`src/shared/rdmp_pkg.sv`:
```
/*
  Shared constants, types and register map of the discovery mute proxy.
  Assumes one 125 MHz clock shared by the message front end, the reply
  transmitter and the register master.
*/
package rdmp_pkg;

  // ----------------------------------------------------------------------
  // Sizes
  // ----------------------------------------------------------------------
  localparam int          UID_W       = 48;
  localparam int          ADDR_W      = 8;
  localparam int          DATA_W      = 32;
  localparam int          TBL_DEPTH   = 8;
  localparam int          TBL_AW      = 3;
  localparam int          CNT_W       = 4;
  localparam int          SLOT_W      = 5;

  // ----------------------------------------------------------------------
  // Register offsets (byte addresses)
  // ----------------------------------------------------------------------
  localparam logic [7:0]  OFF_CONFIG   = 8'h00;
  localparam logic [7:0]  OFF_STATUS   = 8'h04;
  localparam logic [7:0]  OFF_OWN_LO   = 8'h08;
  localparam logic [7:0]  OFF_OWN_HI   = 8'h0c;
  localparam logic [7:0]  OFF_BIND_LO  = 8'h10;
  localparam logic [7:0]  OFF_BIND_HI  = 8'h14;
  localparam logic [7:0]  OFF_PX_COUNT = 8'h18;
  localparam logic [7:0]  OFF_PX_INDEX = 8'h1c;
  localparam logic [7:0]  OFF_PX_LO    = 8'h20;
  localparam logic [7:0]  OFF_PX_HI    = 8'h24;

  // CONFIG fields
  localparam int          CFG_PROXY_BIT  = 0;
  localparam int          CFG_SUBDEV_BIT = 1;
  localparam int          CFG_BOOT_BIT   = 2;
  localparam int          CFG_MULTI_BIT  = 3;
  localparam int          CFG_SWRST_BIT  = 8;
  localparam logic [3:0]  CFG_RESET      = 4'h0;
  // STATUS fields
  localparam int          ST_MUTE_BIT    = 0;
  localparam int          ST_BUSY_BIT    = 1;
  localparam int          ST_PMUTE_LSB   = 8;

  // ----------------------------------------------------------------------
  // Control field and acknowledgement lengths
  // ----------------------------------------------------------------------
  localparam int          CTL_MANAGED_BIT = 0;
  localparam int          CTL_SUBDEV_BIT  = 1;
  localparam int          CTL_BOOT_BIT    = 2;
  localparam int          CTL_PROXIED_BIT = 3;
  localparam logic [7:0]  PDL_SINGLE      = 8'h02;
  localparam logic [7:0]  PDL_MULTI       = 8'h08;

  // ----------------------------------------------------------------------
  // Addressing and reply encoding
  // ----------------------------------------------------------------------
  localparam logic [31:0] BCAST_DEV    = 32'hffff_ffff;
  localparam logic [15:0] BCAST_MFR    = 16'hffff;
  localparam logic [7:0]  PREAMBLE     = 8'hfe;
  localparam logic [7:0]  SEPARATOR    = 8'haa;
  localparam logic [7:0]  ENC_HI       = 8'haa;
  localparam logic [7:0]  ENC_LO       = 8'h55;
  localparam logic [4:0]  SLOT_SEP     = 5'h07;
  localparam logic [4:0]  SLOT_EUID    = 5'h08;
  localparam logic [4:0]  SLOT_ECS     = 5'h14;
  localparam logic [4:0]  SLOT_LAST    = 5'h17;
  localparam int          EUID_BYTES   = 12;

  // ----------------------------------------------------------------------
  // Types
  // ----------------------------------------------------------------------
  typedef enum logic [2:0] {
    CMD_MUTE   = 3'b000,
    CMD_UNMUTE = 3'b001,
    CMD_BRANCH = 3'b010,
    CMD_RESET  = 3'b011,
    CMD_OTHER  = 3'b100
  } rdmp_cmd_e;

  typedef enum logic [1:0] {
    RSP_MUTE_ACK   = 2'b00,
    RSP_UNMUTE_ACK = 2'b01,
    RSP_MATCH      = 2'b10
  } rdmp_rsp_e;

  typedef struct packed {
    rdmp_cmd_e          kind;
    logic [UID_W-1:0]   dest;
    logic [UID_W-1:0]   lower;
    logic [UID_W-1:0]   upper;
  } rdmp_cmd_s;

  typedef struct packed {
    rdmp_rsp_e          kind;
    logic               proxied;
    logic [UID_W-1:0]   uid;
    logic [15:0]        ctrl;
    logic [7:0]         pdl;
    logic [UID_W-1:0]   binding;
  } rdmp_rsp_s;

endpackage : rdmp_pkg

```
`src/design/rdmp_uid_table.sv`:
```
/*
  Table of represented device identifiers, one write port, one read port.
  Assumes the caller waits one cycle for read data, which come from a
  register.
*/
`timescale 1ns/10ps
module rdmp_uid_table (
  input  wire logic                        clock,
  input  wire logic                        wr_en,
  input  wire logic [rdmp_pkg::TBL_AW-1:0] wr_addr,
  input  wire logic [rdmp_pkg::UID_W-1:0]  wr_data,
  input  wire logic                        rd_en,
  input  wire logic [rdmp_pkg::TBL_AW-1:0] rd_addr,
  output      logic [rdmp_pkg::UID_W-1:0]  rd_data
);
  import rdmp_pkg::*;

  logic [UID_W-1:0] mem [TBL_DEPTH];

  always_ff @(posedge clock) begin
    if (wr_en) begin
      mem[wr_addr] <= wr_data;
    end
    if (rd_en) begin
      rd_data <= mem[rd_addr];
    end
  end

endmodule : rdmp_uid_table

```
`src/design/rdmp_discovery.sv`:
```
/*
  Discovery message engine of one responder port that may also proxy for
  up to eight represented devices: mute flags, acknowledgement fields and
  the encoded unique-branch reply stream.
  Assumes a front end on the same clock that has already parsed and
  checked each message, and a transmitter on the same clock that takes
  reply bytes with a ready handshake.
*/
`timescale 1ns/10ps
module rdmp_discovery (
  input  wire logic                        clock,
  input  wire logic                        rst,
  input  wire logic [rdmp_pkg::ADDR_W-1:0] reg_addr,
  input  wire logic [rdmp_pkg::DATA_W-1:0] reg_wdata,
  input  wire logic                        reg_write,
  input  wire logic                        reg_read,
  output      logic [rdmp_pkg::DATA_W-1:0] reg_rdata,
  input  wire logic                        cmd_valid,
  input  wire rdmp_pkg::rdmp_cmd_s         cmd,
  output      logic                        cmd_ready,
  output      logic                        rsp_valid,
  output      rdmp_pkg::rdmp_rsp_s         rsp,
  output      logic                        tx_valid,
  output      logic [7:0]                  tx_byte,
  output      logic                        tx_last,
  input  wire logic                        tx_ready
);
  import rdmp_pkg::*;

  // ----------------------------------------------------------------------
  // Helpers
  // ----------------------------------------------------------------------
  function automatic logic addr_hits(input logic [UID_W-1:0] dest,
                                     input logic [UID_W-1:0] uid);
    logic bc;
    bc = (dest[31:0] == BCAST_DEV) &&
         ((dest[47:32] == BCAST_MFR) || (dest[47:32] == uid[47:32]));
    return bc || (dest == uid);
  endfunction : addr_hits

  function automatic logic [7:0] uid_byte(input logic [UID_W-1:0] uid,
                                          input logic [2:0] k);
    return uid[UID_W-1-8*k -: 8];
  endfunction : uid_byte

  function automatic logic [15:0] euid_sum(input logic [UID_W-1:0] uid);
    logic [15:0] s;
    s = 16'h0000;
    for (int k = 0; k < EUID_BYTES/2; k++) begin
      s = s + {8'h00, uid_byte(uid, 3'(k)) | ENC_HI}
            + {8'h00, uid_byte(uid, 3'(k)) | ENC_LO};
    end
    return s;
  endfunction : euid_sum

  function automatic logic [7:0] slot_byte(input logic [SLOT_W-1:0] i,
                                           input logic [UID_W-1:0] uid,
                                           input logic [15:0] cs);
    logic [4:0] e;
    logic [7:0] b;
    e = 5'h00;
    b = 8'h00;
    if (i < SLOT_SEP) begin
      return PREAMBLE;
    end else if (i == SLOT_SEP) begin
      return SEPARATOR;
    end else if (i < SLOT_ECS) begin
      e = i - SLOT_EUID;
      b = uid_byte(uid, e[3:1]);
    end else begin
      e = i - SLOT_ECS;
      b = e[1] ? cs[7:0] : cs[15:8];
    end
    return b | (e[0] ? ENC_LO : ENC_HI);
  endfunction : slot_byte

  function automatic logic [15:0] ctrl_field(input logic proxied,
                                             input logic [3:0] cfg);
    logic [15:0] c;
    c = 16'h0000;
    if (proxied) begin
      c[CTL_PROXIED_BIT] = 1'b1;
    end else begin
      c[CTL_MANAGED_BIT] = cfg[CFG_PROXY_BIT];
      c[CTL_SUBDEV_BIT]  = cfg[CFG_SUBDEV_BIT];
      c[CTL_BOOT_BIT]    = cfg[CFG_BOOT_BIT];
    end
    return c;
  endfunction : ctrl_field

  // ----------------------------------------------------------------------
  // Register file
  // ----------------------------------------------------------------------
  logic [3:0]         cfg_reg,     cfg_next;
  logic [UID_W-1:0]   own_reg,     own_next;
  logic [UID_W-1:0]   bind_reg,    bind_next;
  logic [CNT_W-1:0]   pxcnt_reg,   pxcnt_next;
  logic [TBL_AW-1:0]  pxidx_reg,   pxidx_next;
  logic [31:0]        pxlo_reg,    pxlo_next;
  logic [DATA_W-1:0]  rdata_reg,   rdata_next;
  logic               sw_reset;
  logic               tbl_wr;
  logic               own_mute_reg;
  logic [TBL_DEPTH-1:0] pmute_reg;
  logic               busy;

  always_comb begin
    cfg_next   = cfg_reg;
    own_next   = own_reg;
    bind_next  = bind_reg;
    pxcnt_next = pxcnt_reg;
    pxidx_next = pxidx_reg;
    pxlo_next  = pxlo_reg;
    rdata_next = '0;
    sw_reset   = 1'b0;
    tbl_wr     = 1'b0;
    if (reg_write) begin
      case (reg_addr)
        OFF_CONFIG: begin
          cfg_next = reg_wdata[3:0];
          sw_reset = reg_wdata[CFG_SWRST_BIT];
        end
        OFF_OWN_LO:   own_next[31:0]   = reg_wdata;
        OFF_OWN_HI:   own_next[47:32]  = reg_wdata[15:0];
        OFF_BIND_LO:  bind_next[31:0]  = reg_wdata;
        OFF_BIND_HI:  bind_next[47:32] = reg_wdata[15:0];
        OFF_PX_COUNT: begin
          // Four-bit counts above the table depth saturate
          pxcnt_next = (reg_wdata[CNT_W-1:0] > CNT_W'(TBL_DEPTH)) ?
                       CNT_W'(TBL_DEPTH) : reg_wdata[CNT_W-1:0];
        end
        OFF_PX_INDEX: pxidx_next = reg_wdata[TBL_AW-1:0];
        OFF_PX_LO:    pxlo_next  = reg_wdata;
        OFF_PX_HI:    tbl_wr     = 1'b1;
        default: ;
      endcase
    end
    if (reg_read) begin
      case (reg_addr)
        OFF_CONFIG:   rdata_next = {28'h0, cfg_reg};
        OFF_STATUS: begin
          rdata_next[ST_MUTE_BIT] = own_mute_reg;
          rdata_next[ST_BUSY_BIT] = busy;
          rdata_next[ST_PMUTE_LSB +: TBL_DEPTH] = pmute_reg;
        end
        OFF_OWN_LO:   rdata_next = own_reg[31:0];
        OFF_OWN_HI:   rdata_next = {16'h0, own_reg[47:32]};
        OFF_BIND_LO:  rdata_next = bind_reg[31:0];
        OFF_BIND_HI:  rdata_next = {16'h0, bind_reg[47:32]};
        OFF_PX_COUNT: rdata_next = {28'h0, pxcnt_reg};
        OFF_PX_INDEX: rdata_next = {29'h0, pxidx_reg};
        OFF_PX_LO:    rdata_next = pxlo_reg;
        default:      rdata_next = '0;
      endcase
    end
  end

  always_ff @(posedge clock) begin
    if (rst) begin
      cfg_reg   <= CFG_RESET;
      own_reg   <= '0;
      bind_reg  <= '0;
      pxcnt_reg <= '0;
      pxidx_reg <= '0;
      pxlo_reg  <= '0;
      rdata_reg <= '0;
    end else begin
      cfg_reg   <= cfg_next;
      own_reg   <= own_next;
      bind_reg  <= bind_next;
      pxcnt_reg <= pxcnt_next;
      pxidx_reg <= pxidx_next;
      pxlo_reg  <= pxlo_next;
      rdata_reg <= rdata_next;
    end
  end

  // ----------------------------------------------------------------------
  // Represented device table
  // ----------------------------------------------------------------------
  logic               mem_rd_en;
  logic [CNT_W-1:0]   idx_reg, idx_next;
  logic [UID_W-1:0]   mem_uid;

  rdmp_uid_table u_table (
    .clock   (clock),
    .wr_en   (tbl_wr),
    .wr_addr (pxidx_reg),
    .wr_data ({reg_wdata[15:0], pxlo_reg}),
    .rd_en   (mem_rd_en),
    .rd_addr (idx_reg[TBL_AW-1:0]),
    .rd_data (mem_uid)
  );

  // ----------------------------------------------------------------------
  // Message engine
  // ----------------------------------------------------------------------
  typedef enum logic [2:0] {
    ST_IDLE = 3'b000,
    ST_OWN  = 3'b001,
    ST_RD   = 3'b010,
    ST_CHK  = 3'b011,
    ST_TX   = 3'b100
  } rdmp_state_e;

  rdmp_state_e        st_reg, st_next;
  rdmp_cmd_s          cmd_reg, cmd_next;
  logic               own_mute_next;
  logic [TBL_DEPTH-1:0] pmute_next;
  logic               ready_reg, ready_next;
  logic               rspv_reg, rspv_next;
  rdmp_rsp_s          rsp_reg, rsp_next;
  logic               txv_reg, txv_next;
  logic [7:0]         txb_reg, txb_next;
  logic               txl_reg, txl_next;
  logic [SLOT_W-1:0]  slot_reg, slot_next;
  logic [UID_W-1:0]   rep_reg, rep_next;
  logic [15:0]        cs_reg, cs_next;
  logic               start_tx, emit, emit_px;
  logic [UID_W-1:0]   tgt_uid;
  logic               hit, uni, in_rng, muted, last;

  assign busy = (st_reg != ST_IDLE);

  always_comb begin
    st_next       = st_reg;
    cmd_next      = cmd_reg;
    idx_next      = idx_reg;
    own_mute_next = own_mute_reg;
    pmute_next    = pmute_reg;
    rspv_next     = 1'b0;
    rsp_next      = rsp_reg;
    txv_next      = txv_reg;
    txb_next      = txb_reg;
    txl_next      = txl_reg;
    slot_next     = slot_reg;
    rep_next      = rep_reg;
    cs_next       = cs_reg;
    mem_rd_en     = 1'b0;
    start_tx      = 1'b0;
    emit          = 1'b0;
    emit_px       = (st_reg == ST_CHK);
    tgt_uid       = (st_reg == ST_CHK) ? mem_uid : own_reg;
    hit     = addr_hits(cmd_reg.dest, tgt_uid);
    uni     = (cmd_reg.dest == tgt_uid);
    in_rng  = (tgt_uid >= cmd_reg.lower) && (tgt_uid <= cmd_reg.upper);
    muted   = (st_reg == ST_CHK) ? pmute_reg[idx_reg[TBL_AW-1:0]]
                                 : own_mute_reg;
    last    = ((idx_reg + 4'h1) >= pxcnt_reg);
    case (st_reg)
      ST_IDLE: begin
        if (cmd_valid && ready_reg) begin
          cmd_next = cmd;
          st_next  = ST_OWN;
        end
      end
      ST_OWN, ST_CHK: begin
        // The port itself goes first, then the table in index order
        case (cmd_reg.kind)
          CMD_MUTE, CMD_UNMUTE, CMD_RESET: begin
            if (hit) begin
              if (st_reg == ST_CHK) begin
                pmute_next[idx_reg[TBL_AW-1:0]] =
                  (cmd_reg.kind == CMD_MUTE);
              end else begin
                own_mute_next = (cmd_reg.kind == CMD_MUTE);
              end
            end
            // Broadcasts change flags only; nobody acknowledges them
            emit = uni && (cmd_reg.kind != CMD_RESET);
          end
          CMD_BRANCH: begin
            // Own answer only when discoverable as a managed proxy or
            // when no table is in use
            start_tx = in_rng && !muted &&
                       ((st_reg == ST_CHK) || cfg_reg[CFG_PROXY_BIT] ||
                        (pxcnt_reg == 4'h0));
          end
          default: begin
            emit = uni;
          end
        endcase
        if (start_tx || emit) begin
          st_next = ST_IDLE;
        end else if ((st_reg == ST_OWN && pxcnt_reg != 4'h0) ||
                     (st_reg == ST_CHK && !last)) begin
          idx_next = (st_reg == ST_OWN) ? 4'h0 : idx_reg + 4'h1;
          st_next  = ST_RD;
        end else begin
          st_next = ST_IDLE;
        end
      end
      ST_RD: begin
        mem_rd_en = 1'b1;
        st_next   = ST_CHK;
      end
      ST_TX: begin
        if (txv_reg && tx_ready) begin
          if (txl_reg) begin
            txv_next = 1'b0;
            txl_next = 1'b0;
            st_next  = ST_IDLE;
          end else begin
            slot_next = slot_reg + 5'h01;
            txb_next  = slot_byte(slot_next, rep_reg, cs_reg);
            txl_next  = (slot_next == SLOT_LAST);
          end
        end
      end
      default: st_next = ST_IDLE;
    endcase
    if (emit) begin
      rspv_next        = 1'b1;
      rsp_next.kind    = (cmd_reg.kind == CMD_MUTE) ? RSP_MUTE_ACK :
                         (cmd_reg.kind == CMD_UNMUTE) ? RSP_UNMUTE_ACK :
                         RSP_MATCH;
      rsp_next.proxied = emit_px;
      rsp_next.uid     = tgt_uid;
      rsp_next.ctrl    = ctrl_field(emit_px, cfg_reg);
      // Binding only describes the physical port, never a represented one
      rsp_next.pdl     = (!emit_px && cfg_reg[CFG_MULTI_BIT]) ?
                         PDL_MULTI : PDL_SINGLE;
      rsp_next.binding = (!emit_px && cfg_reg[CFG_MULTI_BIT]) ?
                         bind_reg : '0;
    end
    if (start_tx) begin
      rep_next  = tgt_uid;
      cs_next   = euid_sum(tgt_uid);
      slot_next = 5'h00;
      txb_next  = PREAMBLE;
      txv_next  = 1'b1;
      txl_next  = 1'b0;
      st_next   = ST_TX;
    end
    if (sw_reset) begin
      own_mute_next = 1'b0;
      pmute_next    = '0;
    end
    ready_next = (st_next == ST_IDLE);
  end

  always_ff @(posedge clock) begin
    if (rst) begin
      st_reg       <= ST_IDLE;
      cmd_reg      <= '0;
      idx_reg      <= '0;
      own_mute_reg <= 1'b0;
      pmute_reg    <= '0;
      ready_reg    <= 1'b0;
      rspv_reg     <= 1'b0;
      rsp_reg      <= '0;
      txv_reg      <= 1'b0;
      txb_reg      <= 8'h00;
      txl_reg      <= 1'b0;
      slot_reg     <= '0;
      rep_reg      <= '0;
      cs_reg       <= 16'h0000;
    end else begin
      st_reg       <= st_next;
      cmd_reg      <= cmd_next;
      idx_reg      <= idx_next;
      own_mute_reg <= own_mute_next;
      pmute_reg    <= pmute_next;
      ready_reg    <= ready_next;
      rspv_reg     <= rspv_next;
      rsp_reg      <= rsp_next;
      txv_reg      <= txv_next;
      txb_reg      <= txb_next;
      txl_reg      <= txl_next;
      slot_reg     <= slot_next;
      rep_reg      <= rep_next;
      cs_reg       <= cs_next;
    end
  end

  assign reg_rdata = rdata_reg;
  assign cmd_ready = ready_reg;
  assign rsp_valid = rspv_reg;
  assign rsp       = rsp_reg;
  assign tx_valid  = txv_reg;
  assign tx_byte   = txb_reg;
  assign tx_last   = txl_reg;

endmodule : rdmp_discovery

```
`config.mk`:
```
export PLATFORM = sky130hd
export DESIGN_NAME = rdmp_discovery
export DESIGN_NICKNAME = d
export VERILOG_FILES = /design/src/shared/rdmp_pkg.sv /design/src/design/rdmp_uid_table.sv /design/src/design/rdmp_discovery.sv
export SDC_FILE = /design/constraint.sdc
export NUM_CORES = 2
export LEC_CHECK = 0
export BUFFER_PORTS_ARGS = -buffer_cell sky130_fd_sc_hd__buf_2
export CORE_MARGIN = 4
export CORE_UTILIZATION = 54
export CTS_CLUSTER_SIZE = 8
export DETAILED_ROUTE_END_ITERATION = 8
export PLACE_DENSITY = 0.86
export SLEW_MARGIN = 20
export SYNTH_ARGS = -nofsm -noshare
export SYNTH_HDL_FRONTEND = slang
export SYNTH_SLANG_ARGS = --single-unit
```
`constraint.sdc`:
```
create_clock -name clock -period 6.6 [get_ports clock]
set_input_delay 1.32 -clock clock [delete_from_list [all_inputs] [get_ports clock]]
set_output_delay 1.32 -clock clock [all_outputs]
set_load 0.03 [all_outputs]
```
# Word-level counts from Yosys, hierarchy flattened
# Memories as Yosys holds them, arrays and structs flattened. A register that Yosys moved wholly into a read port is not among the register bits.
# Index checks and enable logic that the tools add are counted.
[classes]
muxes = 71
n_bitwise = 5
eq_ne = 24
reduce_logical = 51
shifts = 1
n_lt_le_gt_ge = 8
add_sub_neg = 16
[op_table]
columns = ["op", "count"]
rows = [
  ["2-to-1 mux 8 bit", 15],
  ["2-to-1 mux 48 bit", 2],
  ["variable part select 55 x 33 -> 8 bit", 1],
  ["adder 16 x 8 -> 16 bit", 3],
  ["== test 48 bit", 1],
  ["greater-or-equal comparator 48 bit", 1],
  ["<= comparator 48 bit", 1],
  ["one-hot mux 16 bit (3 select lines)", 1],
  ["one-hot mux 6 bit (8 select lines)", 1],
  ["one-hot mux 8 bit (6 select lines)", 1],
  ["2-to-1 mux 1 bit", 33],
  ["== test 32 bit (second input constant)", 1],
  ["== test 8 x 5 -> 1 bit (second input constant)", 4],
  ["AND reduction 2 bit", 10],
  ["one-hot mux 2 bit (9 select lines)", 1],
  ["adder 15 x 8 -> 16 bit", 1],
  ["== test 16 bit", 1],
  ["== test 16 bit (second input constant)", 1],
  ["== test 8 x 4 -> 1 bit (second input constant)", 2],
  ["== test 8 x 6 -> 1 bit (second input constant)", 2],
  ["adder 14 x 8 -> 15 bit", 1],
  ["2-to-1 mux 3 bit", 5],
  ["adder 13 x 8 -> 14 bit", 1],
  ["adder 12 x 8 -> 13 bit", 1],
  ["45 further kinds", 85],
]
[word_totals]
ramBits = 384
word_cells = 209
out_inout_bits = 167
memories = 1
inputBits = 193
ff_bits = 526
[memory_table]
columns = ["name", "depth", "word_bits", "read_ports", "rd_ports_with_merged_regs", "write_ports", "line_no", "source"]
rows = [
  ["u_table.mem", 8, 48, 1, 1, 1, "rdmp_uid_table.sv:18", "logic [UID_W-1:0] mem [TBL_DEPTH];"],
]

# Logic depth before layout (Yosys ltp)
[depth]
depth_word = 16
mapped_depth = 25
depth_no_buf = 19

# Modules after synthesis
# From an unflattened synthesis, not the netlist that was laid out.
[unflattened]
cells_unflattened = 3630
area_unflattened_um2 = 40999.3
[modules_own_cells]
columns = ["mod", "area_per_inst_um2", "cells_each", "seq_area_each_um2", "instances"]
rows = [
  ["rdmp_discovery", 24898.9, 3014, 10309.9, 1],
  ["rdmp_uid_table", 16100.4, 616, 12972.4, 1],
]

# Worst setup path before layout
# OpenSTA, ideal clock, no wires.
[synth_path]
path_kind = "input-to-reg"
from = "in reg_addr[2] in the netlist's numbering"
to = "mem u_table.mem[0][0] (enable)"
cell_stages = 5
arrival_ns = 5.692
setup_time_ns = 0.513
t_required_ns = 6.087
setup_slack_ns = 0.395
path_cell_list = "clkbuf_1 nor4b_1 and4_1 nand2b_1 nor3_1"
[synth_between]
elab_chain_len = 5
[synth_rtl]
columns = ["item", "line_no", "source"]
rows = [
  ["from (decl)", "rdmp_discovery.sv:13", "input wire logic [rdmp_pkg::ADDR_W-1:0] reg_addr,"],
  ["== test 8 x 6 -> 1 bit", "rdmp_discovery.sv:118", "case (reg_addr)"],
  ["2-to-1 mux 1 bit", "rdmp_discovery.sv:118", ""],
  ["2-to-1 mux 1 bit", "rdmp_discovery.sv:117", "if (reg_write) begin"],
  ["2-to-1 mux 1 bit", "rdmp_uid_table.sv:21", "if (wr_en) begin"],
  ["2-to-1 mux 1 bit (not written as such)", "rdmp_uid_table.sv:22", "mem[wr_addr] <= wr_data;"],
  ["to (decl)", "rdmp_uid_table.sv:18", ""],
]
# Every way passes these cells.

# Worst setup path after layout
[layout_path]
from = "reg st_reg[1]"
to = "reg cs_reg[10]"
[layout_between]
word_cells_on_any_way = 27
cone_classes = "11 x add/sub; 2 x order compare; 2 x eq/ne; 5 x mux; 7 x reduce/logical"
[layout_rtl]
columns = ["item", "line_no", "source"]
rows = [
  ["from (decl)", "rdmp_discovery.sv:206", "rdmp_state_e st_reg, st_next;"],
  ["from (signal assigned)", "rdmp_discovery.sv:359", "st_reg <= st_next;"],
  ["== test 3 x 2 -> 1 bit *", "rdmp_discovery.sv:243", "tgt_uid = (st_reg == ST_CHK) ? mem_uid : own_reg;"],
  ["2-to-1 mux 48 bit *", "rdmp_discovery.sv:243", ""],
  ["net tgt_uid[18]", "rdmp_discovery.sv:220", "logic [UID_W-1:0] tgt_uid;"],
  ["branches (longest 7 deep; another with adder 15 x 8 -> 16 bit)", "--", ""],
  ["to (signal assigned)", "rdmp_discovery.sv:372", "cs_reg <= cs_next;"],
  ["to (decl)", "rdmp_discovery.sv:218", "logic [15:0] cs_reg, cs_next;"],
]
# Mark *: on every way through the listed nets, which the timed path passes. The select of a mux whose other input is x is not followed.
# A chain may end at the register's enable or synchronous reset.

==> impl_metrics.json <==
{
  "status": "finished, violations left",
  "violations": "DRC",
  "top_layer": "met5",
  "htree_levels": 4,
  "path_class": "register to register",
  "post-route-period-util": 0.9185,
  "intPower_mw": 10.26,
  "ys_seq_area_frac": 0.5806,
  "core_mm2": 0.07333,
  "finalClockSkew_ns": 0.03606,
  "r2r-end": "cs_reg[10]",
  "fin_crit_ns": 6.062,
  "num-fill-cells": 5279,
  "relSlewSlack": 0.1834,
  "syn_area_per_cell_um2": 10.64,
  "hold_depth": 2,
  "leakagePower_nw": 17.72,
  "grt_max_degree": 106,
  "cts_repair_resize_count": 0,
  "holdCritPathClass": "register to register",
  "cts_root_buf": "clkbuf_16",
  "cts_max_path_buffers": 3,
  "synth-seq-cells": 947,
  "grt_pass1_vias": 32440,
  "hp-start": "cmd_reg[84]",
  "p_sw_frac": 0.2286,
  "timing.rr.start": "st_reg[1]",
  "cp_slowest_cell": "and3b_4",
  "rsz0062_at_grt": "false",
  "async_reset_ff_frac": 0,
  "cp_common_cell": "fa_1",
  "comb_power_share": 0.038,
  "hold_end": "cmd_reg[84]",
  "portBuffers": 341,
  "worstPathArrival_ns": 6.70,
  "syn_to_final_growth_pct": 16.32,
  "clk_latency_ns": 0.74,
  "cp_cell_sequence": "and3b_4 -> nor2_1 -> a21oi_1 -> inv_1 -> fa_1 -> fa_1 -> fa_1 -> fa_1 -> fa_1 -> a21o_1 -> a21oi_1 -> o21bai_1 -> a21oi_1 -> o21ai_0 -> xor2_1 -> a211oi_1",
  "cts_hold_buf": 0,
  "ys_types": 72,
  "regArea_mm2": 0.02328,
  "drt-wirelength-per-cell_um": 26.64,
  "p_per_area_mw_per_mm2": 285.2,
  "finalNonFillerCells": 5106,
  "vdd_drop_max_mv": 0.2603,
  "synth.area.mux_share": 0.02574,
  "crit_fanout": 48,
  "drc_errors": 8,
  "synth_adder_area_share": 0.05467,
  "synth.cell_area_mm2": 0.04010,
  "vias": 33120,
  "yosys_warnings": 0,
  "fp-row-count": 99,
  "grt.overflow.total": 0,
  "dr.pass1.iters": 9,
  "r2r_setup_slack_ns": 0.54,
  "dp_hpwl_um": 87840,
  "slowest_delay_ns": 0.91,
  "path_delay_family": "adder cells",
  "synth_edf_count": 432,
  "r2r_cells": 16,
  "dr_wl_met3_um": 17830,
  "post-place-cells": 4884,
  "synth_simple_gate_area_frac": 0.1142,
  "cts_tree": "done",
  "fin_nets": 4413,
  "maxCapViolCount": 0,
  "first_iter_violations": 4913,
  "antenna_found_initial": 11,
  "track_usage": 0.3346,
  "met1_length_um": 47610,
  "routed_wl_um": 136000,
  "die_height_um": 280.5,
  "synth_top_family_by_area": "compound AO/OA/AOI/OAI gates",
  "synth_xor_area_frac": 0.01354,
  "required_ns": 7.24,
  "finalHoldViolations": 0,
  "grt_pass1_wl_um": 197900,
  "endpoint_kind": "register",
  "ant_nets": 0,
  "cts_sinks": 947,
  "cts_made_buffers": 137,
  "synth_cells": 3768,
  "path_buf_inv": 1,
  "fp.dieW_um": 280.5,
  "drv_slew": 0,
  "tightestPinTransition_ns": 1.222,
  "setup_viol": 0,
  "path_clk_slew_ns": 0.05,
  "cts_setup_buffers": 0,
  "place.gp.congestion": 0.9570,
  "wl_met2_um": 61270,
  "via_per_inst": 6.486,
  "num_io_pins": 360,
  "multi_input_area_mm2": 0.01505,
  "clkPwrFrac": 0.495,
  "drive_gt1_frac": 0.1465,
  "largest_reg_flops": 384,
  "synth_ff_type": "dfxtp_1",
  "worstSetupStartpointType": "register",
  "start_util": 0.5468,
  "max_freq_mhz": 165.0,
  "switching_power_mw": 3.041,
  "synth-compound-area-share": 0.1618,
  "pwr-share-seq": 0.467,
  "dieArea_mm2": 0.07868,
  "tns_ns": 0
}
## synth_stat cells (all sizes together) (52+ instances only)
master    n  area [um^2]
nand2   639         2399
dfxtp   515        10310
edfxtp  432        12970
a21oi   379         1897
clkbuf  222        833.3
inv     212        795.8
a22oi   211         1584
nor2    133        499.2
ha      124         1551
a211oi  115        863.3
nand4    92        575.6
mux2i    80        829.5
a31oi    62        387.9
o21ai    52        260.3
## layer usage
metal	global-route usage	vias to the layer above
li1	-	14220
met2	0.5227	2700
met3	0.1045	618
met5	0	-
met1	0.4098	15570
met4	0.1998	10
## final cells by class
class / count / area share
well taps: 959 / 0.02572
flip-flops and latches: 947 / 0.4992
repair buffers: 411 / 0.04834
clock buffers: 203 / 0.07994
clock inverters: 15 / 0.006921
inverters: 213 / 0.01714
diodes: 4 / 0.0002146
multi-input cells: 2354 / 0.3226
## worst register-to-register path, cell delays in order, from the launching register on
cell and delay [ns]:
dfxtp_1 0.56, and3b_4 0.91, nor2_1 0.17, a21oi_1 0.32
inv_1 0.20, fa_1 0.50, fa_1 0.51, fa_1 0.57
fa_1 0.47, fa_1 0.47, a21o_1 0.17, a21oi_1 0.22
o21bai_1 0.09, a21oi_1 0.25, o21ai_0 0.16, xor2_1 0.16
a211oi_1 0.26
## through the flow
step / total power, mW / hold slack [ns] / worst slack (ns) / area (um^2) / util
floorplan: 6.601 / 0.4363 / 0.3954 / 40160 / -
global placement: 6.794 / 0.4425 / 0.9036 / 42580 / 0.5807
detailed placement: 6.803 / 0.4463 / 0.7201 / 42580 / 0.5807
CTS: 13.30 / 0.4526 / 0.6419 / 46630 / 0.6359
global route: 13.62 / 0.4659 / 0.2155 / 46640 / 0.6360
finish: 13.30 / 0.4531 / 0.5382 / 46640 / 0.6361
## power groups by stage
stage	combinational [mW]	sequential, mW	clock [mW]
after CTS	0.489	6.21	6.60
after global placement	0.476	6.32	0
after floorplan	0.300	6.30	0
final	0.503	6.21	6.59
after global routing	0.540	6.21	6.87
after detailed placement	0.484	6.32	0
## cell families (layout without fill, tap and decap cells)
family | Yosys count | in the layout
flip-flops | 947 | 947
XOR/XNOR | 62 | 62
multiplexers | 89 | 89
buffers and inverters | 484 | 842
adder cells (fa/ha/maj) | 156 | 156
AND/OR/NAND/NOR | 1036 | 1036
other | 1 | 22
AO/OA/AOI/OAI | 993 | 993
## cell usage in the layout, fill, tap and decap left out, drive strengths merged, types with 62 or more instances in the layout
master,synthesis,layout
clkbuf,222,203
mux2i,80,80
nor2,133,133
a22oi,211,211
nand2,639,639
ha,124,124
buf,49,411
a31oi,62,62
a21oi,379,379
dfxtp,515,515
edfxtp,432,432
inv,212,216
a211oi,115,115
nand4,92,92
## worst max path at each step
stage	startpoint	endpoint	slack, ns	cells past startpoint
detailed placement	st_reg[1]	cs_reg[10]	0.72	16
finish	st_reg[1]	cs_reg[10]	0.54	16
global route	st_reg[1]	cs_reg[10]	0.22	16
CTS	st_reg[1]	cs_reg[10]	0.64	16
global placement	st_reg[1]	cs_reg[10]	0.90	16
floorplan	reg_addr[2]	u_table.mem[0][0]	0.40	5
Note: power is estimated with default switching activity, not from simulation.
